==> config.mk <==
export PLATFORM = sky130hd
export DESIGN_NAME = ccu_top
export DESIGN_NICKNAME = d
export VERILOG_FILES = /design/src/ccu_pkg.sv /design/src/ccu_top.sv
export SDC_FILE = /design/constraint.sdc
export NUM_CORES = 1
export LEC_CHECK = 0
export BUFFER_PORTS_ARGS = -buffer_cell sky130_fd_sc_hd__buf_2
export CAP_MARGIN = 20
export CORE_MARGIN = 2
export CORE_UTILIZATION = 37
export CTS_CLUSTER_SIZE = 8
export DETAILED_ROUTE_END_ITERATION = 16
export SLEW_MARGIN = 20
export SYNTH_ARGS = -nofsm -noshare
export SYNTH_HDL_FRONTEND = slang
export SYNTH_SLANG_ARGS = --single-unit
export TNS_END_PERCENT = 5
==> constraint.sdc <==
create_clock -name hclk -period 6.6 [get_ports hclk]
set_clock_uncertainty 0.15 [all_clocks]
set_input_delay 0.66 -clock hclk [delete_from_list [all_inputs] [get_ports hclk]]
set_output_delay 0.66 -clock hclk [all_outputs]
set_load 0.02 [all_outputs]
==> src/ccu_pkg.sv <==
// Purpose: Shared constants and carriers of the capture/compare unit pair
// Assumes: AHB-Lite word registers, one clock
// Notes:   Byte addresses are word aligned
package ccu_pkg;
    // ==========================================================
    // Register byte offsets
    localparam logic [7:0] OFF_U1_CTRL = 8'h00;
    localparam logic [7:0] OFF_U1_LOW  = 8'h04;
    localparam logic [7:0] OFF_U1_HIGH = 8'h08;
    localparam logic [7:0] OFF_U2_CTRL = 8'h0C;
    localparam logic [7:0] OFF_U2_LOW  = 8'h10;
    localparam logic [7:0] OFF_U2_HIGH = 8'h14;
    localparam logic [7:0] OFF_T3_CTRL = 8'h18;
    localparam logic [7:0] OFF_FLAGS   = 8'h1C;
    localparam logic [7:0] OFF_ENABLES = 8'h20;
    // ==========================================================
    // Field positions
    localparam int SEL_HIGH_BIT = 6;
    localparam int SEL_LOW_BIT  = 3;
    localparam int CTRL_BITS    = 6;
    // ==========================================================
    // Reset values
    localparam logic [7:0]  RST_CTRL  = 8'h00;
    localparam logic [15:0] RST_VALUE = 16'h0000;
    localparam logic [7:0]  RST_TCON  = 8'h00;
    localparam logic [3:0]  RST_PRE   = 4'h0;
    // ==========================================================
    // Mode select codes
    localparam logic [3:0] MODE_OFF    = 4'h0;
    localparam logic [3:0] MODE_TOGGLE = 4'h2;
    localparam logic [3:0] MODE_CAP_FALL = 4'h4;
    localparam logic [3:0] MODE_CAP_RISE = 4'h5;
    localparam logic [3:0] MODE_CAP_4TH  = 4'h6;
    localparam logic [3:0] MODE_CAP_16TH = 4'h7;
    localparam logic [3:0] MODE_CMP_HIGH = 4'h8;
    localparam logic [3:0] MODE_CMP_LOW  = 4'h9;
    localparam logic [3:0] MODE_CMP_SOFT = 4'hA;
    localparam logic [3:0] MODE_CMP_TRIG = 4'hB;
    // ==========================================================
    // Prescaler last counts
    localparam logic [3:0] PRE4_LAST  = 4'h3;
    localparam logic [3:0] PRE16_LAST = 4'hF;
    // ==========================================================
    // Carriers
    typedef struct packed {
        logic [15:0] first_timer_count;
        logic [15:0] second_timer_count;
    } ccu_timers_s;
    typedef struct packed {
        logic [1:0] timer_reset;
        logic       adc_start;
    } ccu_events_s;
    typedef struct packed {
        logic [7:0]  ctrl;
        logic [15:0] value;
        logic [3:0]  pre;
        logic        latch;
        logic        flag;
        logic        en;
        logic        match_prev;
    } ccu_unit_s;
endpackage

==> src/ccu_top.sv <==
// Purpose: Two capture/compare units behind an AHB-Lite slave
// Assumes: Timer counts and port latches on hclk; unit pins asynchronous
// Notes:   Zero wait states, response always OKAY
// Contract
// Rewriting a capture mode may set the unit flag falsely.
// Software keeps enable clear and clears flag around mode changes.
// Four capture prescalers live inside the 4-bit mode field.
// Prescaler counter clears when unit off, capture left, or reset.
// Prescaler-to-prescaler change keeps count and may set flag.
// Software turns unit off, then writes new mode in one write.
// Compare mode matches value register against selected 16-bit timer.
// Match drives pin high, low, toggles or leaves port latch.
// Flag sets on the same clock the match acts on the pin.
// Writing zero to unit two control forces its compare latch low.
// Software runs selected timer synchronously when compare is used.
// Mode 1010 leaves pin alone; flag only, request gated by enable.
// Mode 1011 match issues a special event trigger pulse.
// Trigger resets the count of the unit's selected timer.
// Unit two trigger starts conversion only if converter enabled.
// Software sets pin direction to output for compare.
// Modes 0100-0111: falling, rising, 4th rising, 16th rising capture.
// 1000 starts low, goes high; 1001 starts high, goes low.
// Capture latches selected timer and sets flag, overwriting old.
// Timer select bits in timer three control pick each unit's timer.
// Pin input synchronised before edge detection, one count per edge.
// Mode 0010 toggles the pin on match.
//
// Added by the designer: the register offsets and the AHB-Lite slave port.
module ccu_top
(
    // Clock and reset
    input  wire logic                hclk,
    input  wire logic                hresetn,
    // AHB-Lite slave
    input  wire logic                hsel,
    input  wire logic [31:0]         haddr,
    input  wire logic [1:0]          htrans,
    input  wire logic                hwrite,
    input  wire logic [2:0]          hsize,
    input  wire logic [31:0]         hwdata,
    input  wire logic                hready,
    output logic                     hreadyout,
    output logic                     hresp,
    output logic [31:0]              hrdata,
    // Timers and converter
    input  wire ccu_pkg::ccu_timers_s timers,
    input  wire logic                adc_enabled,
    output ccu_pkg::ccu_events_s     events,
    // Unit pins and port latches
    input  wire logic [1:0]          unit_pin_in,
    input  wire logic [1:0]          port_latch,
    output logic [1:0]               unit_pin_out,
    output logic [1:0]               unit_pin_drive,
    // Interrupt requests to the core
    output logic [1:0]               unit_irq_req
);
    // ==========================================================
    // Whole state of the block
    typedef struct packed {
        ccu_pkg::ccu_unit_s [1:0] u;
        logic [7:0]           tcon;
        logic [1:0]           sync1;
        logic [1:0]           sync2;
        logic [1:0]           pin_prev;
        logic                 wr_pend;
        logic [7:0]           wr_addr;
        logic [31:0]          rdata;
        ccu_pkg::ccu_events_s ev;
    } ccu_state_s;

    ccu_state_s st_q;
    ccu_state_s st_d;

    // ==========================================================
    // Helpers
    // Unit uses the second timer when this returns one
    function automatic logic ccu_sel_second(input logic [7:0] tcon, input int unit);
        logic r;
        r = 1'b0;
        if (tcon[ccu_pkg::SEL_HIGH_BIT])
        begin
            r = 1'b1;
        end
        else if (tcon[ccu_pkg::SEL_LOW_BIT])
        begin
            r = (unit == 1);
        end
        return r;
    endfunction

    function automatic logic ccu_is_capture(input logic [3:0] m);
        return (m[3:2] == 2'b01);
    endfunction

    function automatic logic ccu_is_compare(input logic [3:0] m);
        return (m[3:2] == 2'b10) || (m == ccu_pkg::MODE_TOGGLE);
    endfunction

    function automatic logic [31:0] ccu_read(input ccu_state_s s, input logic [7:0] a);
        logic [31:0] r;
        r = 32'h0000_0000;
        case (a)
            ccu_pkg::OFF_U1_CTRL: r = {24'h000000, s.u[0].ctrl};
            ccu_pkg::OFF_U1_LOW:  r = {24'h000000, s.u[0].value[7:0]};
            ccu_pkg::OFF_U1_HIGH: r = {24'h000000, s.u[0].value[15:8]};
            ccu_pkg::OFF_U2_CTRL: r = {24'h000000, s.u[1].ctrl};
            ccu_pkg::OFF_U2_LOW:  r = {24'h000000, s.u[1].value[7:0]};
            ccu_pkg::OFF_U2_HIGH: r = {24'h000000, s.u[1].value[15:8]};
            ccu_pkg::OFF_T3_CTRL: r = {24'h000000, s.tcon};
            ccu_pkg::OFF_FLAGS:   r = {30'h0000000, s.u[1].flag, s.u[0].flag};
            ccu_pkg::OFF_ENABLES: r = {30'h0000000, s.u[1].en, s.u[0].en};
            default:              r = 32'h0000_0000;
        endcase
        return r;
    endfunction

    // ==========================================================
    // Next-state logic
    // Order: bus write first, hardware events after, so events win, except a 4th/16th capture edge during a write that leaves capture
    always_comb
    begin
        logic [3:0]  old_m;
        logic [3:0]  new_m;
        logic [3:0]  m;
        logic [7:0]  wctrl;
        logic [15:0] tval;
        logic        rise;
        logic        fall;
        logic        hit;
        logic        cap;
        logic        sec;
        logic        wr;
        old_m = 4'h0;
        new_m = 4'h0;
        m     = 4'h0;
        wctrl = 8'h00;
        tval  = 16'h0000;
        rise  = 1'b0;
        fall  = 1'b0;
        hit   = 1'b0;
        cap   = 1'b0;
        sec   = 1'b0;
        wr    = 1'b0;
        st_d  = st_q;

        // Two-stage pin synchroniser; stage one feeds stage two only
        st_d.sync1    = unit_pin_in;
        st_d.sync2    = st_q.sync1;
        st_d.pin_prev = st_q.sync2;
        st_d.ev       = '0;

        // Address phase: capture target, preload read data
        st_d.wr_pend = 1'b0;
        if (hsel && htrans[1] && hready)
        begin
            st_d.wr_pend = hwrite && (hsize == 3'b010);
            st_d.wr_addr = {haddr[7:2], 2'b00};
            st_d.rdata   = ccu_read(st_q, {haddr[7:2], 2'b00});
        end

        // Timer three control and enables are plain stores
        if (st_q.wr_pend && st_q.wr_addr == ccu_pkg::OFF_T3_CTRL)
        begin
            st_d.tcon = hwdata[7:0];
        end
        if (st_q.wr_pend && st_q.wr_addr == ccu_pkg::OFF_ENABLES)
        begin
            st_d.u[0].en = hwdata[0];
            st_d.u[1].en = hwdata[1];
        end

        for (int i = 0; i < 2; i++)
        begin
            // Software side of unit i
            wctrl = {2'b00, hwdata[ccu_pkg::CTRL_BITS-1:0]};
            wr    = st_q.wr_pend &&
                    st_q.wr_addr == (i == 0 ? ccu_pkg::OFF_U1_CTRL : ccu_pkg::OFF_U2_CTRL);
            old_m = st_q.u[i].ctrl[3:0];
            new_m = wctrl[3:0];
            if (wr)
            begin
                st_d.u[i].ctrl = wctrl;
                // Leaving capture or switching off clears the prescaler
                if (!ccu_is_capture(new_m))
                begin
                    st_d.u[i].pre = ccu_pkg::RST_PRE;
                end
                // Prescaler-to-prescaler change keeps the count
                // Compare start levels are set when the mode is written
                if (new_m == ccu_pkg::MODE_CMP_HIGH && old_m != new_m)
                begin
                    st_d.u[i].latch = 1'b0;
                end
                if (new_m == ccu_pkg::MODE_CMP_LOW && old_m != new_m)
                begin
                    st_d.u[i].latch = 1'b1;
                end
                if (wctrl == 8'h00)
                begin
                    st_d.u[i].latch = 1'b0;
                end
            end
            if (st_q.wr_pend &&
                st_q.wr_addr == (i == 0 ? ccu_pkg::OFF_U1_LOW : ccu_pkg::OFF_U2_LOW))
            begin
                st_d.u[i].value[7:0] = hwdata[7:0];
            end
            if (st_q.wr_pend &&
                st_q.wr_addr == (i == 0 ? ccu_pkg::OFF_U1_HIGH : ccu_pkg::OFF_U2_HIGH))
            begin
                st_d.u[i].value[15:8] = hwdata[7:0];
            end
            if (st_q.wr_pend && st_q.wr_addr == ccu_pkg::OFF_FLAGS)
            begin
                st_d.u[i].flag = hwdata[i];
            end

            // Hardware side of unit i, running on the current mode
            m    = st_q.u[i].ctrl[3:0];
            sec  = ccu_sel_second(st_q.tcon, i);
            tval = sec ? timers.second_timer_count : timers.first_timer_count;
            rise = st_q.sync2[i] && !st_q.pin_prev[i];
            fall = !st_q.sync2[i] && st_q.pin_prev[i];

            // Capture: rewriting a capture mode raises a false request
            if (wr && ccu_is_capture(old_m) && new_m != old_m && new_m != ccu_pkg::MODE_OFF)
            begin
                st_d.u[i].flag = 1'b1;
            end
            cap = 1'b0;
            case (m)
                ccu_pkg::MODE_CAP_FALL: cap = fall;
                ccu_pkg::MODE_CAP_RISE: cap = rise;
                ccu_pkg::MODE_CAP_4TH,
                ccu_pkg::MODE_CAP_16TH:
                begin
                    if (rise && !(wr && !ccu_is_capture(new_m)))
                    begin
                        if (st_q.u[i].pre == (m == ccu_pkg::MODE_CAP_4TH ?
                                              ccu_pkg::PRE4_LAST : ccu_pkg::PRE16_LAST))
                        begin
                            cap = 1'b1;
                            st_d.u[i].pre = ccu_pkg::RST_PRE;
                        end
                        else
                        begin
                            st_d.u[i].pre = st_q.u[i].pre + 4'h1;
                        end
                    end
                end
                default: cap = 1'b0;
            endcase
            if (cap)
            begin
                st_d.u[i].value = tval;
                st_d.u[i].flag  = 1'b1;
            end

            // Compare acts once, on the first cycle of a match
            hit = ccu_is_compare(m) && (st_q.u[i].value == tval);
            st_d.u[i].match_prev = hit;
            if (hit && !st_q.u[i].match_prev)
            begin
                st_d.u[i].flag = 1'b1;
                case (m)
                    ccu_pkg::MODE_CMP_HIGH: st_d.u[i].latch = 1'b1;
                    ccu_pkg::MODE_CMP_LOW:  st_d.u[i].latch = 1'b0;
                    ccu_pkg::MODE_TOGGLE:   st_d.u[i].latch = !st_q.u[i].latch;
                    ccu_pkg::MODE_CMP_TRIG:
                    begin
                        st_d.ev.timer_reset[sec] = 1'b1;
                        if (i == 1 && adc_enabled)
                        begin
                            st_d.ev.adc_start = 1'b1;
                        end
                    end
                    default: st_d.u[i].latch = st_q.u[i].latch;
                endcase
            end
        end
    end

    // ==========================================================
    // State register
    always_ff @(posedge hclk or negedge hresetn)
    begin
        if (!hresetn)
        begin
            for (int i = 0; i < 2; i++)
            begin
                st_q.u[i].ctrl       <= ccu_pkg::RST_CTRL;
                st_q.u[i].value      <= ccu_pkg::RST_VALUE;
                st_q.u[i].pre        <= ccu_pkg::RST_PRE;
                st_q.u[i].latch      <= 1'b0;
                st_q.u[i].flag       <= 1'b0;
                st_q.u[i].en         <= 1'b0;
                st_q.u[i].match_prev <= 1'b0;
            end
            st_q.tcon     <= ccu_pkg::RST_TCON;
            st_q.sync1    <= 2'b00;
            st_q.sync2    <= 2'b00;
            st_q.pin_prev <= 2'b00;
            st_q.wr_pend  <= 1'b0;
            st_q.wr_addr  <= 8'h00;
            st_q.rdata    <= 32'h0000_0000;
            st_q.ev       <= '0;
        end
        else
        begin
            st_q <= st_d;
        end
    end

    // ==========================================================
    // Outputs
    // Slave never stalls and never errors
    assign hreadyout = 1'b1;
    assign hresp     = 1'b0;
    assign hrdata    = st_q.rdata;
    assign events    = st_q.ev;

    // Pin follows the compare latch only in pin-driving compare modes
    always_comb
    begin
        for (int i = 0; i < 2; i++)
        begin
            unit_pin_drive[i] = (st_q.u[i].ctrl[3:0] == ccu_pkg::MODE_CMP_HIGH) ||
                                (st_q.u[i].ctrl[3:0] == ccu_pkg::MODE_CMP_LOW)  ||
                                (st_q.u[i].ctrl[3:0] == ccu_pkg::MODE_TOGGLE);
            unit_pin_out[i]   = unit_pin_drive[i] ? st_q.u[i].latch : port_latch[i];
            unit_irq_req[i]   = st_q.u[i].flag && st_q.u[i].en;
        end
    end
endmodule // ccu_top

==> run metrics <==
FFs w/ async S/R, synth=100%; Worst-path clk slew=70 ps; Worst-Skew Late Latency=between 300 and 400 ps; Worst EP arrival=3560 ps; r2r setup slk=between 3000 and 4000 ps; Critical Path Start=st_q[56]$_DFFE_PN0P_; Max VDD drop=roughly 0.14 mV; result of the run=finished, final reports clean; type of the worst setup path=flop to flop; P&R area growth vs syn=10.4%; first-pass GRT wire length=~26000 um; hold buffers post-CTS=0; Reg-to-Reg End=st_q[93]$_DFFE_PN0P_; Final nets=785; placed cell count=between 800 and 900; Vias=4954; DP HPWL=12300 um; final-report setup violation count=0; Sink Count=92; Num CTS Buffers=9; PostCTS Resize Cnt=0; Ant. Diodes=0; number of synthesized register bits=roughly 90; Final ANT Viol Nets=0; Post-synth EDFFs=0; Routed wire per std cell=about 18 um; Yosys warning count=0; grt total ovfl=0; Die ar.=0.0178 mm2; Slew Limit Fails=0; worst-path fanout max=21; initial core utilization=37.5%; CTS Buffer Depth=2; unrepaired setup endpoints after global routing=no; std cell rows=47; commonest non-fill, non-tap cell in the layout=dfrtp_1; ys flop type=dfrtp_1; CTS tree=yes; antenna violations before repair=0; Unique masters post-synth=~70; DR iter-0 viols=267; fillers=1632; setup_tns=0 ps; Mapped Cells=630; DRT Pass-1 Iters=6; Core ar.=0.0165 mm2; critical path required time=about 6700 ps; gr usage total=19.0%; fmax=between 200 and 300 MHz; Worst Tran Pin Value=between 1000 and 1500 ps; Worst Setup End Kind=flop; pin count of the biggest net entering global routing=74; Post-Syn Area per Cell=9.81 um2; Hold Crit Class=primary input to async pin; Leak=3.16 nW; final std cells w/o fill=897; Final Hold Viols=0; Worst Reg-to-Reg Cells=6; worst reg2reg startpoint=st_q[56]$_DFFE_PN0P_; I/O pin count=154; CTS H-tree depth=3; vias in the first global route=4731; commonest cells after routing, fill and taps aside=92 x dfrtp_1, 75 x buf_2, 63 x mux2i_1; Die Width=133 um; pwr/cell area=212 mW/mm2; Die Span Y=~130 um; vias per cell=5.52; Slew HR=between 30 and 40%; total power=0.00145 W; period utilization=52.1%; fraction of layout cells with a size suffix above 1=23.2%; synthesized cell area=0.00618 mm2; total of max-cap violations=0; wirelength, routed=between 15000 and 20000 um; postcts setup bufs=0; CP Launch Type=flop; RD Place Congestion=between 0.8 and 0.9; number of port buffers=76; DRC violations left=0; sequential cell area fraction in the yosys report=37.3%; Tmin final=3440 ps; root buffer cell=clkbuf_16
[Yosys cell counts, types with 5 or more instances]
cell type  number  share of area [%]
a21oi_1        29                2.3
a22o_1          9                1.3
a22oi_1         5               0.61
a31oi_1        11                1.1
and2_1         12                1.2
buf_2           8               0.65
buf_4          39                4.7
clkbuf_1       20                1.2
dfrtp_1        92                 37
inv_1           9               0.55
mux2_1          5               0.91
mux2_2         39                7.1
mux2i_1        63                 10
mux4_2          8                2.9
nand2_1        41                2.5
nand2b_1        9               0.91
nand3_1        10               0.81
nand3b_1        5               0.61
nand4_1         6               0.61
nor2_1         57                3.5
nor2b_1         9               0.91
nor3_1         10               0.81
nor4_1         10                1.0
o2111ai_1       5               0.71
o21ai_0        12               0.97
xnor2_1        18                2.6
xor2_1         15                2.1
[worst max-delay path, stage by stage (launching register included)]
cell and delay [ps]:
dfrtp_1 680, or2_1 760, mux2i_1 360, xor2_1 260
nand4_1 300, nor4_1 600, mux2i_1 250
[flip-flops by register name, indices dropped and copies added (netlist names)]
name and cells:
st_q 77, st_d 4, events 3, hrdata 8
[worst max-delay path by stage]
stage	end	slack, ps	cells after the start
after global placement	st_q[93]$_DFFE_PN0P_	3260	6
after CTS	st_q[93]$_DFFE_PN0P_	3180	6
after global routing	st_q[93]$_DFFE_PN0P_	2980	6
final	st_q[93]$_DFFE_PN0P_	3160	6
after floorplan	unit_pin_out[1]	4200	5
after detailed placement	st_q[93]$_DFFE_PN0P_	3200	6
[area by class of cell]
cell class                 count  area, um2  share of cell area, %
clock inverter                 7       67.6                  0.990
inverter                       9       33.8                  0.495
tap                          220        275                   4.04
sequential                    92       2300                   33.7
clock buffer                   9        225                   3.30
timing repair buffer          79        405                   5.94
multi-input combinational    481       3510                   51.5
[per-layer routing]
metal,vias up,wire [um],track usage [%]
met5,-,0,0
met4,0,299,6.62
met3,24,989,2.89
met2,186,7470,29.1
met1,2449,7790,27.4
li1,2295,-,-
[kinds of logic after synthesis]
group | synth area share (%)
other | 0.122
AO/OA/AOI/OAI | 10.9
adder cells (fa/ha/maj) | 0.405
flip-flops | 37.3
AND/OR/NAND/NOR | 17.4
buffers and inverters | 7.69
multiplexers | 21.6
XOR/XNOR | 4.68
[where the power goes]
group / internal [W] / switching [W]
sequential: 0.000616 / 0.0000601
combinational: 0.000116 / 0.000137
clock: 0.000291 / 0.000226
total: 0.00102 / 0.000423
[stage by stage]
stage	setup WS, ps	cell area (um2)	hold slack, ps	utilization, %
floorplan	4200	6270	181	-
global placement	3260	6510	183	39.5
detailed placement	3200	6510	190	39.5
CTS	3180	6800	26.1	41.3
global route	2980	6820	36.4	41.4
finish	3160	6820	29.9	41.4
(Power assumes the default switching activity.)
